==> src/shared/hp_routing_defines.vh <==
// Register indices, field positions, reset values and bus codes
`ifndef HP_ROUTING_DEFINES_VH
`define HP_ROUTING_DEFINES_VH

// Register indices; byte address is four times the index
`define IDX_RDAC_LCOM    7'h39
`define IDX_LCOM_CTRL    7'h3A
`define IDX_RSVD_A       7'h3B
`define IDX_LGAIN_ROUT   7'h3C
`define IDX_LDAC_ROUT    7'h3D
`define IDX_RSVD_B       7'h3E
`define IDX_RGAIN_ROUT   7'h3F
`define IDX_RDAC_ROUT    7'h40
`define IDX_ROUT_CTRL    7'h41

// Routing and volume register fields
`define ROUTE_BIT        7
`define VOL_MSB          6
`define VOL_LSB          0

// Output control register fields
`define LEVEL_MSB        7
`define LEVEL_LSB        4
`define UNMUTE_BIT       3
`define HIZ_BIT          2
`define PENDING_BIT      1
`define POWER_BIT        0
`define LEVEL_MAX        4'h9

// Reset values
`define RST_ROUTE_VOL    8'h00
`define RST_CTRL         8'h06
`define RST_RSVD         8'h00

// Avalon response codes
`define RESP_OKAY        2'h0
`define RESP_SLVERR      2'h2

`endif

==> src/rtl/gain_pending.v <==
// Gain settling status flag for one headphone output
`timescale 1ns/10ps
module gain_pending (
  input  wire clk_sys,
  input  wire nrst,
  input  wire ce,
  input  wire new_gain,
  input  wire applied,
  output reg  pending,
  output reg  update
);

  // New gain sets the flag and wins over a same-cycle clear
  always @(posedge clk_sys or negedge nrst) begin
    if (!nrst) begin
      pending <= 1'b1;
      update  <= 1'b0;
    end else if (ce) begin
      update <= new_gain;               // Tells the analog side to load
      if (new_gain) begin
        pending <= 1'b1;
      end else if (applied) begin
        pending <= 1'b0;
      end
    end
  end

endmodule // gain_pending

==> src/rtl/hp_routing_regs.v <==
// Headphone output routing, volume and output control registers
//
// Operation
// - Right DAC to left common route bit
// - Right DAC to left common 7-bit volume
// - Left common level 0 to 9 dB
// - Left common unmute bit, resets muted
// - Left common powered-down drive, resets high-Z
// - Left common gain pending, read-only, resets one
// - Left common full power-up request bit
// - Left gain stage to right out route/volume
// - Left DAC to right out route/volume
// - Right gain stage to right out route/volume
// - Right DAC to right out route/volume
// - Right out level 0 to 9 dB
// - Right out unmute bit, resets muted
// - Right out high-Z select and power-up
// - Right out gain pending, read-only, resets one
//
// The Avalon-MM register port was left to the implementer.
`timescale 1ns/10ps
`include "hp_routing_defines.vh"
module hp_routing_regs (
  input  wire        clk_sys,
  input  wire        nrst,
  input  wire        ce,
  input  wire [8:0]  avs_address,
  input  wire        avs_read,
  input  wire        avs_write,
  input  wire [31:0] avs_writedata,
  input  wire [3:0]  avs_byteenable,
  output reg  [31:0] avs_readdata,
  output reg         avs_waitrequest,
  output reg  [1:0]  avs_response,
  input  wire        left_com_applied,
  input  wire        right_out_applied,
  output reg         rdac_lcom_route,
  output reg  [6:0]  rdac_lcom_vol,
  output reg  [3:0]  left_com_level,
  output reg         left_com_unmute,
  output reg         left_com_hiz,
  output reg         left_com_power_up,
  output wire        left_com_pending,
  output wire        left_com_update,
  output reg         lgain_rout_route,
  output reg  [6:0]  lgain_rout_vol,
  output reg         ldac_rout_route,
  output reg  [6:0]  ldac_rout_vol,
  output reg         rgain_rout_route,
  output reg  [6:0]  rgain_rout_vol,
  output reg         rdac_rout_route,
  output reg  [6:0]  rdac_rout_vol,
  output reg  [3:0]  right_out_level,
  output reg         right_out_unmute,
  output reg         right_out_hiz,
  output reg         right_out_power_up,
  output wire        right_out_pending,
  output wire        right_out_update
);

  // Level codes above nine are refused and the old level kept
  function level_ok;
    input [3:0] code;
    begin
      level_ok = (code <= `LEVEL_MAX);
    end
  endfunction

  // True when a word index belongs to this register slice
  function idx_mapped;
    input [6:0] idx;
    begin
      case (idx)
        `IDX_RDAC_LCOM, `IDX_LCOM_CTRL, `IDX_RSVD_A,
        `IDX_LGAIN_ROUT, `IDX_LDAC_ROUT, `IDX_RSVD_B,
        `IDX_RGAIN_ROUT, `IDX_RDAC_ROUT, `IDX_ROUT_CTRL:
          idx_mapped = 1'b1;
        default:
          idx_mapped = 1'b0;
      endcase
    end
  endfunction

  reg  [7:0] reserved_a;
  reg  [7:0] reserved_b;
  reg  [7:0] rd_byte;

  wire [6:0] word_idx;
  wire       aligned;
  wire       hit;
  wire       wr_go;
  wire [7:0] wbyte;
  wire       wr_lcom_gain;
  wire       wr_rout_gain;

  // Address decode: word aligned byte addresses only
  assign word_idx = avs_address[8:2];
  assign aligned  = (avs_address[1:0] == 2'h0);
  assign hit      = aligned & idx_mapped(word_idx);

  // A write commits on the edge where waitrequest is seen low
  assign wr_go = ce & avs_write & ~avs_waitrequest & hit &
                 avs_byteenable[0];
  assign wbyte = avs_writedata[7:0];

  // Writes that change a gain for the left common output
  assign wr_lcom_gain = wr_go &
    ((word_idx == `IDX_RDAC_LCOM) |
     ((word_idx == `IDX_LCOM_CTRL) &
      level_ok(wbyte[`LEVEL_MSB:`LEVEL_LSB])));

  // Writes that change a gain for the right output
  assign wr_rout_gain = wr_go &
    ((word_idx == `IDX_LGAIN_ROUT) |
     (word_idx == `IDX_LDAC_ROUT) |
     (word_idx == `IDX_RGAIN_ROUT) |
     (word_idx == `IDX_RDAC_ROUT) |
     ((word_idx == `IDX_ROUT_CTRL) &
      level_ok(wbyte[`LEVEL_MSB:`LEVEL_LSB])));

  // Bus handshake: one wait cycle, then a one-cycle answer
  always @(posedge clk_sys or negedge nrst) begin
    if (!nrst) begin
      avs_waitrequest <= 1'b1;
      avs_readdata    <= 32'h0;
      avs_response    <= `RESP_OKAY;
    end else if (ce) begin
      if ((avs_read | avs_write) & avs_waitrequest) begin
        avs_waitrequest <= 1'b0;
        avs_response    <= hit ? `RESP_OKAY : `RESP_SLVERR;
        if (avs_read) begin
          avs_readdata <= {24'h0, rd_byte};
        end
      end else begin
        avs_waitrequest <= 1'b1;
      end
    end
  end

  // Read mux; pending bits show live settling state
  always @* begin
    case (word_idx)
      `IDX_RDAC_LCOM:
        rd_byte = {rdac_lcom_route, rdac_lcom_vol};
      `IDX_LCOM_CTRL:
        rd_byte = {left_com_level, left_com_unmute, left_com_hiz,
                   left_com_pending, left_com_power_up};
      `IDX_RSVD_A:
        rd_byte = reserved_a;
      `IDX_LGAIN_ROUT:
        rd_byte = {lgain_rout_route, lgain_rout_vol};
      `IDX_LDAC_ROUT:
        rd_byte = {ldac_rout_route, ldac_rout_vol};
      `IDX_RSVD_B:
        rd_byte = reserved_b;
      `IDX_RGAIN_ROUT:
        rd_byte = {rgain_rout_route, rgain_rout_vol};
      `IDX_RDAC_ROUT:
        rd_byte = {rdac_rout_route, rdac_rout_vol};
      `IDX_ROUT_CTRL:
        rd_byte = {right_out_level, right_out_unmute, right_out_hiz,
                   right_out_pending, right_out_power_up};
      default:
        rd_byte = 8'h00;
    endcase
    if (!aligned) begin
      rd_byte = 8'h00;
    end
  end

  // Right DAC path into the left common output
  always @(posedge clk_sys or negedge nrst) begin
    if (!nrst) begin
      rdac_lcom_route <= 1'b0;
      rdac_lcom_vol   <= 7'h00;
    end else if (wr_go && word_idx == `IDX_RDAC_LCOM) begin
      rdac_lcom_route <= wbyte[`ROUTE_BIT];
      rdac_lcom_vol   <= wbyte[`VOL_MSB:`VOL_LSB];
    end
  end

  // Left common output control; pending bit is not writable
  always @(posedge clk_sys or negedge nrst) begin
    if (!nrst) begin
      left_com_level    <= 4'h0;
      left_com_unmute   <= 1'b0;
      left_com_hiz      <= 1'b1;
      left_com_power_up <= 1'b0;
    end else if (wr_go && word_idx == `IDX_LCOM_CTRL) begin
      if (level_ok(wbyte[`LEVEL_MSB:`LEVEL_LSB])) begin
        left_com_level <= wbyte[`LEVEL_MSB:`LEVEL_LSB];
      end
      left_com_unmute   <= wbyte[`UNMUTE_BIT];
      left_com_hiz      <= wbyte[`HIZ_BIT];
      left_com_power_up <= wbyte[`POWER_BIT];
    end
  end

  // Reserved storage, kept only so reads return what was there
  always @(posedge clk_sys or negedge nrst) begin
    if (!nrst) begin
      reserved_a <= `RST_RSVD;
      reserved_b <= `RST_RSVD;
    end else if (wr_go) begin
      if (word_idx == `IDX_RSVD_A) begin
        reserved_a <= wbyte;
      end
      if (word_idx == `IDX_RSVD_B) begin
        reserved_b <= wbyte;
      end
    end
  end

  // Left input gain stage into the right output
  always @(posedge clk_sys or negedge nrst) begin
    if (!nrst) begin
      lgain_rout_route <= 1'b0;
      lgain_rout_vol   <= 7'h00;
    end else if (wr_go && word_idx == `IDX_LGAIN_ROUT) begin
      lgain_rout_route <= wbyte[`ROUTE_BIT];
      lgain_rout_vol   <= wbyte[`VOL_MSB:`VOL_LSB];
    end
  end

  // Left DAC path into the right output
  always @(posedge clk_sys or negedge nrst) begin
    if (!nrst) begin
      ldac_rout_route <= 1'b0;
      ldac_rout_vol   <= 7'h00;
    end else if (wr_go && word_idx == `IDX_LDAC_ROUT) begin
      ldac_rout_route <= wbyte[`ROUTE_BIT];
      ldac_rout_vol   <= wbyte[`VOL_MSB:`VOL_LSB];
    end
  end

  // Right input gain stage into the right output
  always @(posedge clk_sys or negedge nrst) begin
    if (!nrst) begin
      rgain_rout_route <= 1'b0;
      rgain_rout_vol   <= 7'h00;
    end else if (wr_go && word_idx == `IDX_RGAIN_ROUT) begin
      rgain_rout_route <= wbyte[`ROUTE_BIT];
      rgain_rout_vol   <= wbyte[`VOL_MSB:`VOL_LSB];
    end
  end

  // Right DAC path into the right output
  always @(posedge clk_sys or negedge nrst) begin
    if (!nrst) begin
      rdac_rout_route <= 1'b0;
      rdac_rout_vol   <= 7'h00;
    end else if (wr_go && word_idx == `IDX_RDAC_ROUT) begin
      rdac_rout_route <= wbyte[`ROUTE_BIT];
      rdac_rout_vol   <= wbyte[`VOL_MSB:`VOL_LSB];
    end
  end

  // Right output control; pending bit is not writable
  always @(posedge clk_sys or negedge nrst) begin
    if (!nrst) begin
      right_out_level    <= 4'h0;
      right_out_unmute   <= 1'b0;
      right_out_hiz      <= 1'b1;
      right_out_power_up <= 1'b0;
    end else if (wr_go && word_idx == `IDX_ROUT_CTRL) begin
      if (level_ok(wbyte[`LEVEL_MSB:`LEVEL_LSB])) begin
        right_out_level <= wbyte[`LEVEL_MSB:`LEVEL_LSB];
      end
      right_out_unmute   <= wbyte[`UNMUTE_BIT];
      right_out_hiz      <= wbyte[`HIZ_BIT];
      right_out_power_up <= wbyte[`POWER_BIT];
    end
  end

  // Settling tracker for the left common output
  gain_pending u_left_com_pending (
    .clk_sys  (clk_sys),
    .nrst     (nrst),
    .ce       (ce),
    .new_gain (wr_lcom_gain),
    .applied  (left_com_applied),
    .pending  (left_com_pending),
    .update   (left_com_update)
  );

  // Settling tracker for the right output
  gain_pending u_right_out_pending (
    .clk_sys  (clk_sys),
    .nrst     (nrst),
    .ce       (ce),
    .new_gain (wr_rout_gain),
    .applied  (right_out_applied),
    .pending  (right_out_pending),
    .update   (right_out_update)
  );

endmodule // hp_routing_regs

==> config.mk <==
export PLATFORM = sky130hd
export DESIGN_NAME = hp_routing_regs
export DESIGN_NICKNAME = d
export VERILOG_FILES = /design/src/rtl/gain_pending.v /design/src/rtl/hp_routing_regs.v
export VERILOG_INCLUDE_DIRS = /design/src /design/src/shared
export SDC_FILE = /design/constraint.sdc
export NUM_CORES = 1
export LEC_CHECK = 0
export ABC_CLOCK_PERIOD_IN_PS = 4000
export BUFFER_PORTS_ARGS = -buffer_cell sky130_fd_sc_hd__buf_2
export CAP_MARGIN = 20
export CORE_ASPECT_RATIO = 1.2
export CORE_MARGIN = 1.5
export CORE_UTILIZATION = 54
export CTS_CLUSTER_DIAMETER = 100
export DETAILED_ROUTE_END_ITERATION = 10
export HOLD_SLACK_MARGIN = 0.15
export PLACE_DENSITY_LB_ADDON = 0.05
export SYNTH_ARGS = -nofsm -noshare
export SYNTH_HDL_FRONTEND = slang
export SYNTH_SLANG_ARGS = --single-unit
==> constraint.sdc <==
create_clock -name clk_sys -period 4 [get_ports clk_sys]
set_clock_uncertainty 0.2 [all_clocks]
set_input_delay 0.8 -clock clk_sys [delete_from_list [all_inputs] [get_ports clk_sys]]
set_output_delay 0.8 -clock clk_sys [all_outputs]
set_load 0.02 [all_outputs]
==> out/metrics.yaml <==
critical_path:
  required_ns: 4.04
  rr_startpoint: "avs_waitrequest$_DFFE_PN1P_"
  critical_path_class: "in -> reg"
  worstRegToRegCells: 4
  r2r_slack_ns: 1.62
  cp.arrival_ns: 2.68
  start_kind: "input pin"
  critPathCaptureType: "flop"
  path_max_fanout: 8
  reg2reg_to: "ldac_rout_vol[2]$_DFFE_PN0P_"
worst_hold_path:
  worstHoldPathCells: 2
  min_path_type: "reg -> reg"
  whs_endpoint: "u_right_out_pending.pending$_DFFE_PN1P_"
  hp-start: "u_right_out_pending.pending$_DFFE_PN1P_"
grt:
  grt_max_degree: 85
  antenna_found_initial: 0
  grt_first_pass_wirelength_um: 15600
  grt_pass1_vias: 2910
  grt_usage: 0.247
  gr-total-overflow: 0
clocking:
  cts_tree: "done"
  cts_hold_buffers: 0
  cts_setup_buffers: 0
  clockBufferDepth: 2
  cts.sinks: 84
  cts-root-buf: "clkbuf_8"
  h-tree-depth: 3
  clkTransAtPathRegs_ns: 0.08
  cts_resized: 0
  clk_latency_ns: 0.36
  cts_buffers: 9
die:
  core_um2: 7360
  io_pins: 145
  start_util: 0.566
  die-area_um2: 8250
  die_h_um: 99.2
  rows: 34
  fp.dieW_um: 83.2
sta:
  min_period_ns: 2.64
  max_freq_mhz: 379
  finalSetupViolCount: 0
  finalHoldViolCount: 0
  grt_setup_unrepaired: "no"
  fin_crit_sh: 0.659
  setup_tns_ns: 0
  slew_viol_final: 0
  slew_headroom: 0.479
  worst_pin_slew_ns: 0.776
power:
  p_leak_nw: 2.56
  vdd_drop_max_uv: 300
  power_density_nw_per_um2: 327
cells_and_area:
  filler_cell_count: 598
  syn_to_final_growth_pct: 16.0
  register_area_um2: 2110
  final_core_util: 0.656
  diodes: 0
  design.final.nets: 483
  drive_gt1_frac: 0.456
  multi_input_area_um2: 1870
detailed_routing:
  drt_wl_total_um: 9780
  vias: 3039
  detail-route-antenna-nets: 0
  drcViolationCount: 0
  wl_per_cell_um: 18.6
  dr.pass1.iters: 4
  vias_per_cell: 5.78
  drt_iter0_markers: 272
synthesis:
  ys_ff_latch: 84
  synth_top_area_frac: 0.475
  synth-warning-count: 0
  synth_commonest_cells: "79 x dfrtp_1, 76 x mux2_2, 25 x buf_4, 23 x nand2_1, 11 x o21ai_0"
  synth_top_cell_by_area: "dfrtp_1"
  synth.distinct_cells: 44
  ys.flop_type: "dfrtp_1"
  syn_inst: 338
  synth_area_leaders: "dfrtp_1 47%, mux2_2 21%, buf_4 4.5%"
  yosysMostFrequentCell: "dfrtp_1"
  post_synth.cell_area_avg_um2: 12.3
  syn_area_um2: 4160
  synth-async-reset-ratio: 1.00
  yosysSeqAreaShare: 0.506
  synth_edf_count: 0
place:
  dp_hpwl_um: 6850
  place_congestion: 0.811
  io_buffers: 92
job:
  drv_cap: 0
run_status:
  status: "complete, no violations"
cell families (layout without fill, tap and decap cells):
| kind of cell | after synthesis | count (layout) | synth area share |
|---|---|---|---|
| muxes | 89 | 89 | 0.243 |
| buffers and inverters | 46 | 120 | 0.0661 |
| and+or+nand+nor | 67 | 67 | 0.0986 |
| AOI/OAI and AO/OA | 51 | 51 | 0.0848 |
| other | 1 | 25 | 0.000901 |
| DFF | 84 | 84 | 0.506 |
through the flow:
stage / cells / hold slack (ns) / setup WS [ns] / power [mW] / instance area, um^2
floorplan: 362 / 0.274 / 1.53 / 0.971 / 4250
global placement: 508 / 0.260 / 1.01 / 1.01 / 4610
detailed placement: 508 / 0.264 / 0.994 / 1.01 / 4610
CTS: 524 / 0.278 / 1.36 / 1.59 / 4790
global route: 526 / 0.298 / 1.28 / 1.63 / 4830
finish: 526 / 0.279 / 1.36 / 1.58 / 4830
metal layers:
metal / vias to the layer above / wire, um / GRT usage
met5: - / 0 / 0
met4: 0 / 148 / 0.0974
met1: 1520 / 4320 / 0.350
met2: 126 / 4690 / 0.377
met3: 13 / 628 / 0.0498
li1: 1380 / - / -
report_power, final:
| group | total (mW) | internal [mW] | switching, mW |
|---|---|---|---|
| clock | 0.582 | 0.288 | 0.293 |
| sequential | 0.860 | 0.855 | 0.00492 |
| combinational | 0.135 | 0.0361 | 0.0994 |
state kept, by name (all words and copies together) (netlist names), 4 cells and up:
register and flops:
left_com_level 4, reserved_a 8, avs_readdata 8, rdac_rout_vol 7, reserved_b 8, ldac_rout_vol 7
right_out_level 4, rdac_lcom_vol 7, rgain_rout_vol 7, lgain_rout_vol 7
placed cells by master (no fill, tap or decap), types with 2 or more instances in the layout:
master	n
o2bb2ai_1	2
a21oi_1	10
buf_2	91
clkinvlp_4	2
a31oi_1	3
buf_4	5
conb_1	25
nand4_1	4
clkbuf_1	3
a22oi_1	3
and3_1	2
and2_1	3
a32oi_1	2
nand2_1	23
clkbuf_8	9
nor2_1	7
a221o_1	3
a211oi_1	4
mux2i_1	10
dfrtp_1	79
o21ai_0	11
nor2b_1	5
dfstp_2	5
mux4_2	2
nor3_1	3
inv_1	6
nand3_1	9
mux2_2	76
nor4_4	2
nor3_4	2
a221oi_1	3
o221ai_1	5
worst max-delay path, cell delays in order:
cell and delay [ns]:
buf_2 0.10, and4b_1 0.35, nand2_1 0.33, nor4_4 0.68, mux2_2 0.41
cell type report:
| type | instances | share of cell area |
|---|---|---|
| Clock inverter | 4 | 0.0104 |
| Sequential cell | 84 | 0.437 |
| Tap cell | 90 | 0.0233 |
| Multi-Input combinational cell | 232 | 0.387 |
| Clock buffer | 12 | 0.0280 |
| Inverter | 6 | 0.00466 |
| Timing Repair Buffer | 98 | 0.110 |
worst max-delay path by stage:
stage | cells after the start | from | to
finish | 5 | avs_address[8] | ldac_rout_vol[2]$_DFFE_PN0P_
global route | 5 | avs_address[8] | ldac_rout_vol[0]$_DFFE_PN0P_
CTS | 5 | avs_address[8] | ldac_rout_vol[2]$_DFFE_PN0P_
detailed placement | 5 | avs_address[8] | ldac_rout_vol[2]$_DFFE_PN0P_
global placement | 5 | avs_address[8] | ldac_rout_vol[2]$_DFFE_PN0P_
floorplan | 4 | avs_address[1] | lgain_rout_vol[0]$_DFFE_PN0P_
(Power assumes the default switching activity.)
